$ cat src/cob_pkg.sv
// constants and types of the charger option bank
// assumes a single 40 MHz clock and an i2c host on two pins
package cob_pkg;
  // register offsets
  localparam logic [7:0] OFS_VOLT_CAP   = 8'h03;
  localparam logic [7:0] OFS_RECHARGE   = 8'h05;
  localparam logic [7:0] OFS_TIMER_WD   = 8'h06;
  localparam logic [7:0] OFS_FUNC       = 8'h07;
  localparam logic [7:0] OFS_THERM_DIO  = 8'h08;
  localparam logic [7:0] OFS_SYSTEM_ENABLE_CONFIG     = 8'h11;
  // field positions
  localparam int BIT_RECHARGE_OFF = 7;
  localparam int BIT_WATCHDOG_ON  = 2;
  localparam int BIT_STANDBY_LP   = 6;
  localparam int BIT_BATT_MON_ON  = 5;
  localparam int BIT_CHARGE_ON    = 0;
  localparam int BIT_THERM_ON     = 7;
  localparam int BIT_THERM_PICK   = 6;
  localparam int BIT_VCAP_ON      = 5;
  localparam int POS_DIODE        = 3;
  localparam int POS_SYSEN        = 0;
  localparam int POS_VCAP         = 0;
  // register reset values
  localparam logic [7:0] RST_VOLT_CAP  = 8'h00;
  localparam logic [7:0] RST_RECHARGE  = 8'h00;
  localparam logic [7:0] RST_TIMER_WD  = 8'h00;
  localparam logic [7:0] RST_FUNC      = 8'h00;
  localparam logic [7:0] RST_THERM_DIO = 8'h00;
  localparam logic [7:0] RST_SYSTEM_ENABLE_CONFIG    = 8'h00;
  // factory option defaults
  localparam logic [2:0] DEF_TERM_V    = 3'h0;
  localparam logic [2:0] DEF_FAST_I    = 3'h4;
  localparam logic [2:0] DEF_EOC_I     = 3'h0;
  localparam logic [1:0] DEF_TRICKLE   = 2'h0;
  localparam logic [2:0] DEF_SYSV_ONE  = 3'h7;
  localparam logic [2:0] DEF_SYSV_TWO  = 3'h0;
  localparam logic       DEF_THERM_R   = 1'b0;
  localparam logic [3:0] DEF_BETA      = 4'h4;
  localparam logic       DEF_STANDBY   = 1'b0;
  localparam logic       DEF_TMR_FAULT = 1'b1;
  // bus address, value arbitrary
  localparam logic [6:0] DEF_DEV_ADDR  = 7'h2a;
  localparam logic [3:0] BYTE_BITS     = 4'h8;
  // system enable select codes
  localparam logic [1:0] SYSEN_REG  = 2'h0;
  localparam logic [1:0] SYSEN_BATT = 2'h1;
  localparam logic [1:0] SYSEN_WEAK = 2'h2;
  localparam logic [1:0] SYSEN_MIX  = 2'h3;
  // ideal diode codes
  localparam logic [1:0] DIODE_PLAIN = 2'h0;
  localparam logic [1:0] DIODE_WEAK  = 2'h1;
  typedef enum logic [3:0] {
    ST_IDLE, ST_ADDR, ST_AACK, ST_REG, ST_RACK_DEV,
    ST_WDATA, ST_WACK, ST_RDATA, ST_RACK
  } cob_i2c_st_t;
endpackage

$ cat src/cob_link_if.sv
// link between the bank and its serial engine
// assumes pin levels are already synchronised
`timescale 1ns/1ps
interface cob_link_if;
  logic       scl;
  logic       sda;
  logic       sda_oe;
  logic       wr;
  logic [7:0] addr;
  logic [7:0] wdata;
  logic [7:0] rdata;
  modport eng  (input scl, sda, rdata, output sda_oe, wr, addr, wdata);
  modport bank (output scl, sda, rdata, input sda_oe, wr, addr, wdata);
endinterface

$ cat src/cob_bank.sv
// charger option bank: factory codes, host registers, enable logic
// assumes an i2c host on scl and sda, analog comparators on pins
`timescale 1ns/1ps
module cob_bank
  import cob_pkg::*;
#(
  parameter logic [6:0] DEV_ADDR     = DEF_DEV_ADDR,
  parameter logic [2:0] OPT_TERM_V   = DEF_TERM_V,
  parameter logic [2:0] OPT_FAST_I   = DEF_FAST_I,
  parameter logic [2:0] OPT_EOC_I    = DEF_EOC_I,
  parameter logic [1:0] OPT_TRICKLE  = DEF_TRICKLE,
  parameter logic       OPT_VARIANT  = 1'b0,
  parameter logic       OPT_THERM_R  = DEF_THERM_R,
  parameter logic [3:0] OPT_BETA     = DEF_BETA,
  parameter logic       OPT_STANDBY  = DEF_STANDBY,
  parameter logic       OPT_TMR_FLT  = DEF_TMR_FAULT
) (
  input  wire logic        clk,
  input  wire logic        arst_n,
  input  wire logic        scl_i,
  input  wire logic        sda_i,
  output logic             sda_o,
  output logic             sda_oe,
  input  wire logic        input_supply_ok,
  input  wire logic        regulator_active,
  input  wire logic        system_voltage_ok,
  input  wire logic        battery_above_weak,
  input  wire logic        system_below_battery,
  input  wire logic        timer_timeout,
  output logic             system_enable_output,
  output logic             battery_iso_off,
  output logic             ideal_diode_on,
  output logic             charging_active,
  output logic             regulator_off,
  output logic             recharge_allowed,
  output logic             watchdog_on,
  output logic             standby_low_power,
  output logic             standby_mode_select,
  output logic             thermal_profile_on,
  output logic             thermal_profile_pick,
  output logic             charge_volt_cap_on,
  output logic [1:0]       charge_volt_cap_level,
  output logic [12:0]      term_voltage_mv,
  output logic [10:0]      fast_charge_ma,
  output logic [9:0]       eoc_current_ma_x10,
  output logic [11:0]      trickle_mv,
  output logic [12:0]      system_voltage_mv,
  output logic [6:0]       thermistor_kohm,
  output logic [12:0]      thermistor_beta
);
  // decode of termination voltage code
  function automatic logic [12:0] term_mv(input logic [2:0] c);
    case (c)
      3'h2:    term_mv = 13'he74;
      3'h3:    term_mv = 13'hed8;
      3'h4:    term_mv = 13'hf3c;
      3'h5:    term_mv = 13'hfa0;
      3'h6:    term_mv = 13'h1004;
      3'h7:    term_mv = 13'h1130;
      default: term_mv = 13'h1068;
    endcase
  endfunction

  // decode of fast charge current code
  function automatic logic [10:0] fast_ma(input logic [2:0] c);
    case (c)
      3'h0:    fast_ma = 11'h1f4;
      3'h1:    fast_ma = 11'h12c;
      3'h2:    fast_ma = 11'h226;
      3'h3:    fast_ma = 11'h258;
      3'h4:    fast_ma = 11'h2ee;
      3'h5:    fast_ma = 11'h384;
      default: fast_ma = 11'h514;
    endcase
  endfunction

  // decode of trickle to fast threshold code
  function automatic logic [11:0] trk_mv(input logic [1:0] c);
    case (c)
      2'h0:    trk_mv = 12'h9c4;
      2'h1:    trk_mv = 12'h7d0;
      2'h2:    trk_mv = 12'hb54;
      default: trk_mv = 12'ha28;
    endcase
  endfunction

  // decode of thermistor beta code, unlisted codes give zero
  function automatic logic [12:0] beta_val(input logic [3:0] c);
    case (c)
      4'h4:    beta_val = 13'hc4e;
      4'h5:    beta_val = 13'hd16;
      4'h6:    beta_val = 13'hdac;
      4'h7:    beta_val = 13'he42;
      4'h8:    beta_val = 13'hf0a;
      4'h9:    beta_val = 13'hfa0;
      4'ha:    beta_val = 13'h1068;
      4'hb:    beta_val = 13'h1130;
      default: beta_val = 13'h0000;
    endcase
  endfunction

  typedef struct packed {
    logic [7:0]  r_vcap;
    logic [7:0]  r_rch;
    logic [7:0]  r_twd;
    logic [7:0]  r_func;
    logic [7:0]  r_tdio;
    logic [7:0]  r_sysen;
    logic        fault;
    logic        sysen;
    logic        iso_off;
    logic        diode;
    logic        chg;
    logic        reg_off;
    logic [12:0] term;
    logic [10:0] fast;
    logic [9:0]  eoc;
    logic [11:0] trk;
    logic [12:0] sysv;
    logic [6:0]  kohm;
    logic [12:0] beta;
  } cob_bank_t;

  // factory codes fixed at build, loaded with the registers
  localparam logic [2:0] OPT_SYSV = OPT_VARIANT ? DEF_SYSV_TWO : DEF_SYSV_ONE;
  localparam cob_bank_t RST_S = '{
    r_vcap:  RST_VOLT_CAP,
    r_rch:   RST_RECHARGE,
    r_twd:   RST_TIMER_WD,
    r_func:  RST_FUNC,
    r_tdio:  RST_THERM_DIO,
    r_sysen: RST_SYSTEM_ENABLE_CONFIG,
    fault:   1'b0,
    sysen:   1'b0,
    iso_off: 1'b0,
    diode:   1'b0,
    chg:     1'b0,
    reg_off: 1'b0,
    term:    13'h0000,
    fast:    11'h000,
    eoc:     10'h000,
    trk:     12'h000,
    sysv:    13'h0000,
    kohm:    7'h00,
    beta:    13'h0000
  };

  cob_bank_t q;
  cob_bank_t d;
  cob_link_if lnk();
  logic [6:0] raw;
  logic [6:0] syn;
  logic       supply_s;
  logic       regact_s;
  logic       sysok_s;
  logic       weak_ok_s;
  logic       below_s;
  logic [1:0] sel;
  logic [1:0] dio;
  logic       mon;
  logic       chg_on;

  // all pins except timer_timeout pass two flip-flops before use
  assign raw = {scl_i, sda_i, input_supply_ok, regulator_active,
                system_voltage_ok, battery_above_weak, system_below_battery};
  cob_sync #(
    .W (7)
  ) u_sync (
    .clk    (clk),
    .arst_n (arst_n),
    .din    (raw),
    .dout   (syn)
  );
  assign lnk.scl   = syn[6];
  assign lnk.sda   = syn[5];
  assign supply_s  = syn[4];
  assign regact_s  = syn[3];
  assign sysok_s   = syn[2];
  assign weak_ok_s = syn[1];
  assign below_s   = syn[0];

  // serial engine
  cob_i2c_eng #(
    .DEV_ADDR (DEV_ADDR)
  ) u_eng (
    .clk    (clk),
    .arst_n (arst_n),
    .l      (lnk)
  );

  // read mux, unmapped addresses read zero
  always_comb begin
    case (lnk.addr)
      OFS_VOLT_CAP:  lnk.rdata = q.r_vcap;
      OFS_RECHARGE:  lnk.rdata = q.r_rch;
      OFS_TIMER_WD:  lnk.rdata = q.r_twd;
      OFS_FUNC:      lnk.rdata = q.r_func;
      OFS_THERM_DIO: lnk.rdata = q.r_tdio;
      OFS_SYSTEM_ENABLE_CONFIG:    lnk.rdata = q.r_sysen;
      default:       lnk.rdata = 8'h00;
    endcase
  end

  // current field views
  assign sel    = q.r_sysen[POS_SYSEN +: 2];
  assign dio    = q.r_tdio[POS_DIODE +: 2];
  assign mon    = q.r_func[BIT_BATT_MON_ON];
  assign chg_on = q.r_func[BIT_CHARGE_ON];

  // register writes, fault flag and enable outputs
  always_comb begin
    d = q;
    if (lnk.wr) begin
      case (lnk.addr)
        OFS_VOLT_CAP:  d.r_vcap  = lnk.wdata;
        OFS_RECHARGE:  d.r_rch   = lnk.wdata;
        OFS_TIMER_WD:  d.r_twd   = lnk.wdata;
        OFS_FUNC:      d.r_func  = lnk.wdata;
        OFS_THERM_DIO: d.r_tdio  = lnk.wdata;
        OFS_SYSTEM_ENABLE_CONFIG:    d.r_sysen = lnk.wdata;
        default: ;
      endcase
    end
    // host clearing charge on also clears the fault; a timeout wins
    if (lnk.wr && lnk.addr == OFS_FUNC && !lnk.wdata[BIT_CHARGE_ON]) begin
      d.fault = 1'b0;
    end
    if (timer_timeout) begin
      d.fault = 1'b1;
    end
    // charging stops on timeout, regulator follows option
    d.chg     = chg_on & ~q.fault;
    d.reg_off = q.fault & ~OPT_TMR_FLT;
    // ideal diode select
    case (dio)
      DIODE_PLAIN: d.diode = below_s;
      DIODE_WEAK:  d.diode = below_s & weak_ok_s;
      default:     d.diode = 1'b0;
    endcase
    // system enable select
    d.iso_off = 1'b0;
    case (sel)
      SYSEN_REG: d.sysen = regact_s & sysok_s;
      SYSEN_BATT: d.sysen = weak_ok_s;
      SYSEN_WEAK: begin
        if (!supply_s && mon) begin
          d.sysen   = ~weak_ok_s;
          d.iso_off = ~weak_ok_s;
        end else begin
          d.sysen = regact_s & sysok_s;
        end
      end
      SYSEN_MIX: d.sysen = chg_on ? weak_ok_s : regact_s;
      default: d.sysen = 1'b0;
    endcase
    // factory option decode
    d.term = term_mv(OPT_TERM_V);
    d.fast = fast_ma(OPT_FAST_I);
    d.eoc  = (OPT_EOC_I == DEF_EOC_I) ? 10'h20d : 10'h000;
    d.trk  = trk_mv(OPT_TRICKLE);
    d.sysv = 13'h10cc + 13'(OPT_SYSV) * 13'h0064;
    d.kohm = OPT_THERM_R ? 7'h64 : 7'h0a;
    d.beta = beta_val(OPT_BETA);
  end

  // state register, defaults on power-on reset
  always_ff @(posedge clk or negedge arst_n) begin
    if (!arst_n) begin
      q <= RST_S;
    end else begin
      q <= d;
    end
  end

  // open drain data pin, low only
  assign sda_o  = 1'b0;
  assign sda_oe = lnk.sda_oe;

  // outputs from the state register, standby_mode_select straight from its option
  assign system_enable_output = q.sysen;
  assign battery_iso_off      = q.iso_off;
  assign ideal_diode_on       = q.diode;
  assign charging_active      = q.chg;
  assign regulator_off        = q.reg_off;
  assign recharge_allowed     = ~q.r_rch[BIT_RECHARGE_OFF];
  assign watchdog_on          = q.r_twd[BIT_WATCHDOG_ON];
  assign standby_low_power    = q.r_func[BIT_STANDBY_LP];
  assign standby_mode_select  = OPT_STANDBY;
  assign thermal_profile_on   = q.r_tdio[BIT_THERM_ON];
  assign thermal_profile_pick = q.r_tdio[BIT_THERM_PICK];
  assign charge_volt_cap_on   = q.r_tdio[BIT_VCAP_ON];
  assign charge_volt_cap_level = q.r_vcap[POS_VCAP +: 2];
  assign term_voltage_mv      = q.term;
  assign fast_charge_ma       = q.fast;
  assign eoc_current_ma_x10   = q.eoc;
  assign trickle_mv           = q.trk;
  assign system_voltage_mv    = q.sysv;
  assign thermistor_kohm      = q.kohm;
  assign thermistor_beta      = q.beta;
endmodule

$ cat src/cob_i2c_eng.sv
// i2c slave engine: address match, pointer, byte read and write
// assumes scl and sda arrive synchronised through the link
`timescale 1ns/1ps
module cob_i2c_eng
  import cob_pkg::*;
#(
  parameter logic [6:0] DEV_ADDR = DEF_DEV_ADDR
) (
  input  wire logic clk,
  input  wire logic arst_n,
  cob_link_if.eng   l
);
  typedef struct packed {
    cob_i2c_st_t st;
    logic [3:0]  bitcnt;
    logic [7:0]  sh;
    logic [7:0]  ptr;
    logic        rw;
    logic        ack;
    logic        oe;
    logic        wr;
    logic        scl_p;
    logic        sda_p;
  } cob_eng_t;
  cob_eng_t q;
  cob_eng_t d;
  logic rise;
  logic fall;
  logic start;
  logic stop;
  // bus conditions from the synchronised levels
  assign rise  = l.scl & ~q.scl_p;
  assign fall  = ~l.scl & q.scl_p;
  assign start = l.scl & q.scl_p & q.sda_p & ~l.sda;
  assign stop  = l.scl & q.scl_p & ~q.sda_p & l.sda;
  // protocol state machine
  always_comb begin
    d       = q;
    d.wr    = 1'b0;
    d.scl_p = l.scl;
    d.sda_p = l.sda;
    if (start) begin
      d.st     = ST_ADDR;
      d.bitcnt = 4'h0;
      d.oe     = 1'b0;
    end else if (stop) begin
      d.st = ST_IDLE;
      d.oe = 1'b0;
    end else if (rise) begin
      case (q.st)
        ST_ADDR, ST_REG, ST_WDATA: begin
          d.sh     = {q.sh[6:0], l.sda};
          d.bitcnt = q.bitcnt + 4'h1;
        end
        ST_RDATA: d.bitcnt = q.bitcnt + 4'h1;
        ST_RACK: begin
          d.ack = ~l.sda;
          if (!l.sda) begin
            d.ptr = q.ptr + 8'h01;
          end
        end
        default: ;
      endcase
    end else if (fall) begin
      case (q.st)
        ST_ADDR: begin
          if (q.bitcnt == BYTE_BITS) begin
            if (q.sh[7:1] == DEV_ADDR) begin
              d.st = ST_AACK;
              d.oe = 1'b1;
              d.rw = q.sh[0];
            end else begin
              d.st = ST_IDLE;
            end
          end
        end
        ST_REG: begin
          if (q.bitcnt == BYTE_BITS) begin
            d.ptr = q.sh;
            d.st  = ST_RACK_DEV;
            d.oe  = 1'b1;
          end
        end
        ST_WDATA: begin
          if (q.bitcnt == BYTE_BITS) begin
            d.wr = 1'b1;
            d.st = ST_WACK;
            d.oe = 1'b1;
          end
        end
        ST_AACK, ST_RACK: begin
          d.bitcnt = 4'h0;
          d.oe     = 1'b0;
          if ((q.st == ST_AACK && q.rw) || (q.st == ST_RACK && q.ack)) begin
            d.st = ST_RDATA;
            d.sh = l.rdata;
            d.oe = ~l.rdata[7];
          end else if (q.st == ST_AACK) begin
            d.st = ST_REG;
          end else begin
            d.st = ST_IDLE;
          end
        end
        ST_RACK_DEV, ST_WACK: begin
          d.bitcnt = 4'h0;
          d.oe     = 1'b0;
          d.st     = ST_WDATA;
          if (q.st == ST_WACK) begin
            d.ptr = q.ptr + 8'h01;
          end
        end
        ST_RDATA: begin
          if (q.bitcnt == BYTE_BITS) begin
            d.oe = 1'b0;
            d.st = ST_RACK;
          end else if (q.bitcnt != 4'h0) begin
            d.sh = {q.sh[6:0], 1'b0};
            d.oe = ~q.sh[6];
          end
        end
        default: ;
      endcase
    end
  end
  always_ff @(posedge clk or negedge arst_n) begin
    if (!arst_n) begin
      q <= '0;
    end else begin
      q <= d;
    end
  end
  assign l.sda_oe = q.oe;
  assign l.wr     = q.wr;
  assign l.addr   = q.ptr;
  assign l.wdata  = q.sh;
endmodule

$ cat src/cob_sync.sv
// two flip-flop synchroniser for a group of pins
// assumes inputs are asynchronous levels
`timescale 1ns/1ps
module cob_sync
  import cob_pkg::*;
#(
  parameter int W = 7
) (
  input  wire logic         clk,
  input  wire logic         arst_n,
  input  wire logic [W-1:0] din,
  output logic      [W-1:0] dout
);
  typedef struct packed {
    logic [W-1:0] s1;
    logic [W-1:0] s2;
  } cob_sync_t;
  cob_sync_t q;
  cob_sync_t d;
  // first stage feeds only the second
  always_comb begin
    d    = q;
    d.s1 = din;
    d.s2 = q.s1;
  end
  always_ff @(posedge clk or negedge arst_n) begin
    if (!arst_n) begin
      q <= '0;
    end else begin
      q <= d;
    end
  end
  assign dout = q.s2;
endmodule

$ cat config.mk
export PLATFORM = sky130hd
export DESIGN_NAME = cob_bank
export DESIGN_NICKNAME = d
export VERILOG_FILES = /design/src/cob_pkg.sv /design/src/cob_link_if.sv /design/src/cob_bank.sv /design/src/cob_i2c_eng.sv /design/src/cob_sync.sv
export SDC_FILE = /design/constraint.sdc
export NUM_CORES = 1
export LEC_CHECK = 0
export ABC_AREA = 1
export BUFFER_PORTS_ARGS = -buffer_cell sky130_fd_sc_hd__buf_4
export CAP_MARGIN = 40
export CORE_AREA = 3 3 106 108
export CTS_CLUSTER_SIZE = 14
export DETAILED_ROUTE_END_ITERATION = 6
export DIE_AREA = 0 0 109 111
export PLACE_DENSITY_LB_ADDON = 0.08
export SYNTH_ARGS = -nofsm -noshare
export SYNTH_HDL_FRONTEND = slang
export SYNTH_HIERARCHICAL = 1
export SYNTH_SLANG_ARGS = --single-unit
$ cat constraint.sdc
create_clock -name clk -period 4.4 [get_ports clk]
set_input_delay 1.1 -clock clk [delete_from_list [all_inputs] [get_ports clk]]
set_output_delay 1.1 -clock clk [all_outputs]
set_load 0.05 [all_outputs]
* Word-level counts from Yosys, hierarchy flattened
Cells that the tools add are included.
** Cells by class
- Reductions and logical operators :: 37
- Add/subtract/negate cells :: 2
- Muxes and demuxes :: 56
- Bitwise operators :: 22
- Eq/ne operators :: 37
** Operators with widths (count)
- $mux 8 :: 9
- $pmux 8 s6 :: 1
- $mux 4 :: 8
- $pmux 8 s2 :: 2
- $mux 25 :: 1
- $eq 8x3->1 const B :: 3
- $pmux 4 s6 :: 1
- $reduce_and 8->1 :: 3
- $mux 1 :: 23
- $mux 22 :: 1
- $mux 20 :: 1
- $ne 4x1->1 const B :: 5
- $eq 4x3->1 const B :: 4
- $reduce_bool 3->1 :: 5
- $reduce_and 7->1 :: 2
- $ne 3x1->1 const B :: 4
- $not 1->1 :: 12
- $reduce_and 2->1 :: 6
- $and 1x1->1 :: 10
- $mux 2 :: 5
- $add 8x1->8 const B :: 1
- $eq 4x2->1 const B :: 2
- $eq 4x4->1 const B :: 2
- $eq 8x2->1 const B :: 1
- other kinds (27) :: 42
** Storage, ports and cells
- Register bits :: 102
- Word-level logic and storage cells :: 182
- Input bits :: 10

* Depth between registers and ports, before layout
- Depth in word-level cells :: 9
- Gate-level depth with buffers :: 14

* Hierarchy
Netlist, hierarchy kept.
** Modules (own cells, without submodules)
- cob_bank :: area an instance 3494.6 um^2, cells each 442, instances 1
- cob_i2c_eng :: area an instance 2333.5 um^2, cells each 364, instances 1
- cob_sync :: area an instance 350.3 um^2, cells each 14, instances 1

* Worst setup path before layout
Ideal clock, no wire load.
- Kind :: flip-flop to output port
- From :: register, netlist name thermistor_beta[1]
- To :: output port eoc_current_ma_x10[0]
- Path buffers :: 1
- Arrival time :: 1.104 ns
- Path slack :: 2.196 ns
- Cell stages (with the launch flop) :: 2
- Cell sequence :: dfrtp_1 -> buf_4
** RTL lines
- end, declared :: line cob_bank.sv:45 : output logic [9:0] eoc_current_ma_x10,

==> results_dict.tcl <==
set metrics [dict create \
    synth_cell_types 31 \
    synth_fa_ha_area_share_pct 1.22 \
    hpwl_mm 10.1 \
    syn_to_final_growth_pct 2.07 \
    cts_made_buffers 9 \
    htree_levels 3 \
    regArea_um2 2450 \
    setup_ws_ns 1.71 \
    tns_ns 0 \
    synth_top_family_by_area "simple AND/OR/NAND/NOR gates" \
    cts.sinks 98 \
    synthesis.area_um2 6180 \
    synthXorXnorAreaFrac_pct 0.851 \
    cts_root_buf "clkbuf_8" \
    worstPathMaxFanout 33 \
    crit_path_end_kind "output port" \
    power_leakage_nw 3.46 \
    drive_gt1_share_pct 13.1 \
    route.detailed.drc 0 \
    path_clk_slew_ns 0.10 \
    status "completed" \
    critPathLaunchType "flip-flop" \
    crit_arrival_ns 1.59 \
    synth_compound_area_share_pct 7.33 \
    dr_total_vias 5076 \
    ff2ff_setup_slack_ns 1.90 \
    finalCritPeriodShare_pct 61.1 \
    max_freq_mhz 372 \
    dieArea_um2 12100 \
    post_cts_buffers 0 \
    routabilityCongestion 0.906 \
    crit_family "flip-flops" \
    rsz0062_at_grt "no" \
    synth_enable_flop_cells 0 \
    initial_core_util_pct 59.8 \
    cp_cell_sequence "buf_4" \
    clk_latency_ns 0.38 \
    hold_ws_ns 0.357 \
    hold_violations 0 \
    fin_area_um2 6310 \
    reg2reg_to "u_eng/q[24]" \
    holdPathStages 0 \
    maxSlewViolCount 0 \
    avgRoutedWirePerCell_um 14.7 \
    worst_pin_slew_ns 0.929 \
    grt_pass1_vias 4615 \
    postPlaceCellArea_um2 6110 \
    worst_path_largest_cell_delay_ns 0.89 \
    async_flop_share_pct 100 \
    power.density_nw_per_um2 314 \
    synth_area_per_cell_um2 7.53 \
    drt_iter0_markers 412 \
    yosys.area.top_type "dfrtp_1" \
    setup_viol 0 \
    netlist_instances 820 \
    ant_nets 0 \
    hold_buffers 0 \
    ys_warn_count 6 \
    grt_max_degree 39 \
    seq_area_frac_synth_pct 39.7 \
    die_h_um 111 \
    cts_resized 0 \
    yosys_register_bits 98 \
    fillers 945 \
    antenna_found_initial 0 \
    ioPinCount 105 \
    cts.path.max_buffers 2 \
    row_count 37 \
    gr-usage-all-layers_pct 24.6 \
    synth_mux_area_share_pct 0 \
    synthSimpleGateAreaFrac_pct 32.8 \
    cp.depth 1 \
    via_per_inst 5.27 \
    wl_mm 14.1 \
    drv_cap 0 \
    post-route-util_pct 61.1 \
    skew_ns 0.00860 \
    hold-path-endpoint "u_sync/dout[0]" \
    cts_tree "built" \
    diodes 0 \
    min_period_ns 2.69 \
    die_x_um 109 \
    fin_nets 838 \
    ys.flop_type "dfrtp_1" \
    slowest_stage "dfrtp_1" \
    ys_top_cells_by_area "dfrtp_1 40%, nand2_1 14%, buf_4 12%, nand3_1 6.6%, o21ai_0 6.1%" \
    overflow 0 \
    post-place-ws_ns 1.91 \
    firstDrtPassIters 5 \
    holdCritPathClass "flip-flop to flip-flop" \
    max_slew_margin_pct 37.8 \
    worstSetupPathType "flip-flop to output port" \
    hold_start "u_sync/d[0]" \
    portBuffers 55 \
    r2r-start "u_eng/q[1]" \
    cp.required_ns 3.30 \
    yosys.area.top_type_share_pct 39.7 \
    grt_pass1_wl_mm 23.3 \
    multiInputGateArea_um2 2790 \
    reg2reg_depth 9 \
    core_area_um2 10300 \
    critical_path_buf_inv_count 1 \
    peakVddDrop_mv 0.232 \
]
[report_power, final]
part | internal [mW] | switching [mW]
clock | 0.227 | 0.341
sequential | 0.928 | 0.0618
combinational | 0.0882 | 0.332
[metrics by stage]
step,cells,power [mW]
2_1_floorplan,868,1.41
3_3_place_gp,947,1.42
3_5_place_dp,947,1.42
4_1_cts,963,1.99
5_1_grt,963,2.07
6_report,963,1.98
[logic make-up after synthesis]
kind of cell,count (synthesis)
AND/OR/NAND/NOR,434
flip-flops,98
XOR/XNOR,6
adder cells (fa/ha/maj),6
other,2
buffers and inverters,185
AO/OA/AOI/OAI,89
[cells in the mapped netlist (4+ instances only)]
cell type / instances
a21oi_1: 9
buf_2: 4
buf_4: 101
buf_6: 4
clkbuf_1: 5
dfrtp_1: 98
ha_1: 6
inv_1: 66
inv_2: 4
nand2_1: 238
nand2_2: 4
nand2_4: 7
nand3_1: 81
nand4_1: 6
nor2_1: 66
nor2_4: 6
nor2_8: 6
nor3_1: 12
o21ai_0: 75
xor2_1: 6
[worst max-delay path by stage]
| stage | slack [ns] | to | start |
|---|---|---|---|
| after global placement | 2.05 | u_eng/l.addr[3] | u_eng/q[1] |
| final | 1.71 | system_voltage_mv[7] | thermistor_beta[1] |
| after CTS | 1.65 | system_voltage_mv[7] | thermistor_beta[1] |
| after global routing | 1.56 | u_eng/q[23] | u_eng/q[1] |
| after detailed placement | 1.91 | u_eng/q[24] | u_eng/q[1] |
| after floorplan | 2.20 | eoc_current_ma_x10[0] | thermistor_beta[1] |
[final cells by class]
class / instances / area share (%)
clock inverters: 6 / 0.853
clock buffers: 10 / 2.18
well taps: 136 / 2.70
multi-input cells: 585 / 44.3
flip-flops and latches: 98 / 38.9
inverters: 71 / 4.31
repair buffers: 57 / 6.79
[state kept, by name (all words and copies together) (netlist names), 2 cells and up]
name	cells
u_eng/l.wdata	8
u_eng/q	12
dio	2
u_eng/l.addr	8
q	38
u_sync/dout	7
charge_volt_cap_level	2
u_sync/d	7
[placed cells by master, fill, tap and decap left out, drive strengths merged]
master | netlist | layout
xor2 | 6 | 6
dfrtp | 98 | 98
nor3 | 13 | 13
clkinv | 1 | 5
nand3 | 84 | 84
clkbuf | 5 | 10
clkinvlp | 0 | 2
o21bai | 2 | 2
a211oi | 1 | 1
ha | 6 | 6
nor2 | 80 | 80
nor4 | 1 | 1
a21oi | 9 | 9
nand2 | 249 | 249
o21ai | 77 | 77
or2 | 1 | 1
nand4 | 6 | 6
buf | 109 | 57
inv | 70 | 70
conb | 2 | 50
[per-layer routing]
metal  share of wire (%)  track usage [%]
met5                   0                0
met3                 7.0             3.67
met1                  44             34.4
met2                  47             38.8
met4                 2.2             8.33
No activity file was read; power rests on OpenSTA's default activity.
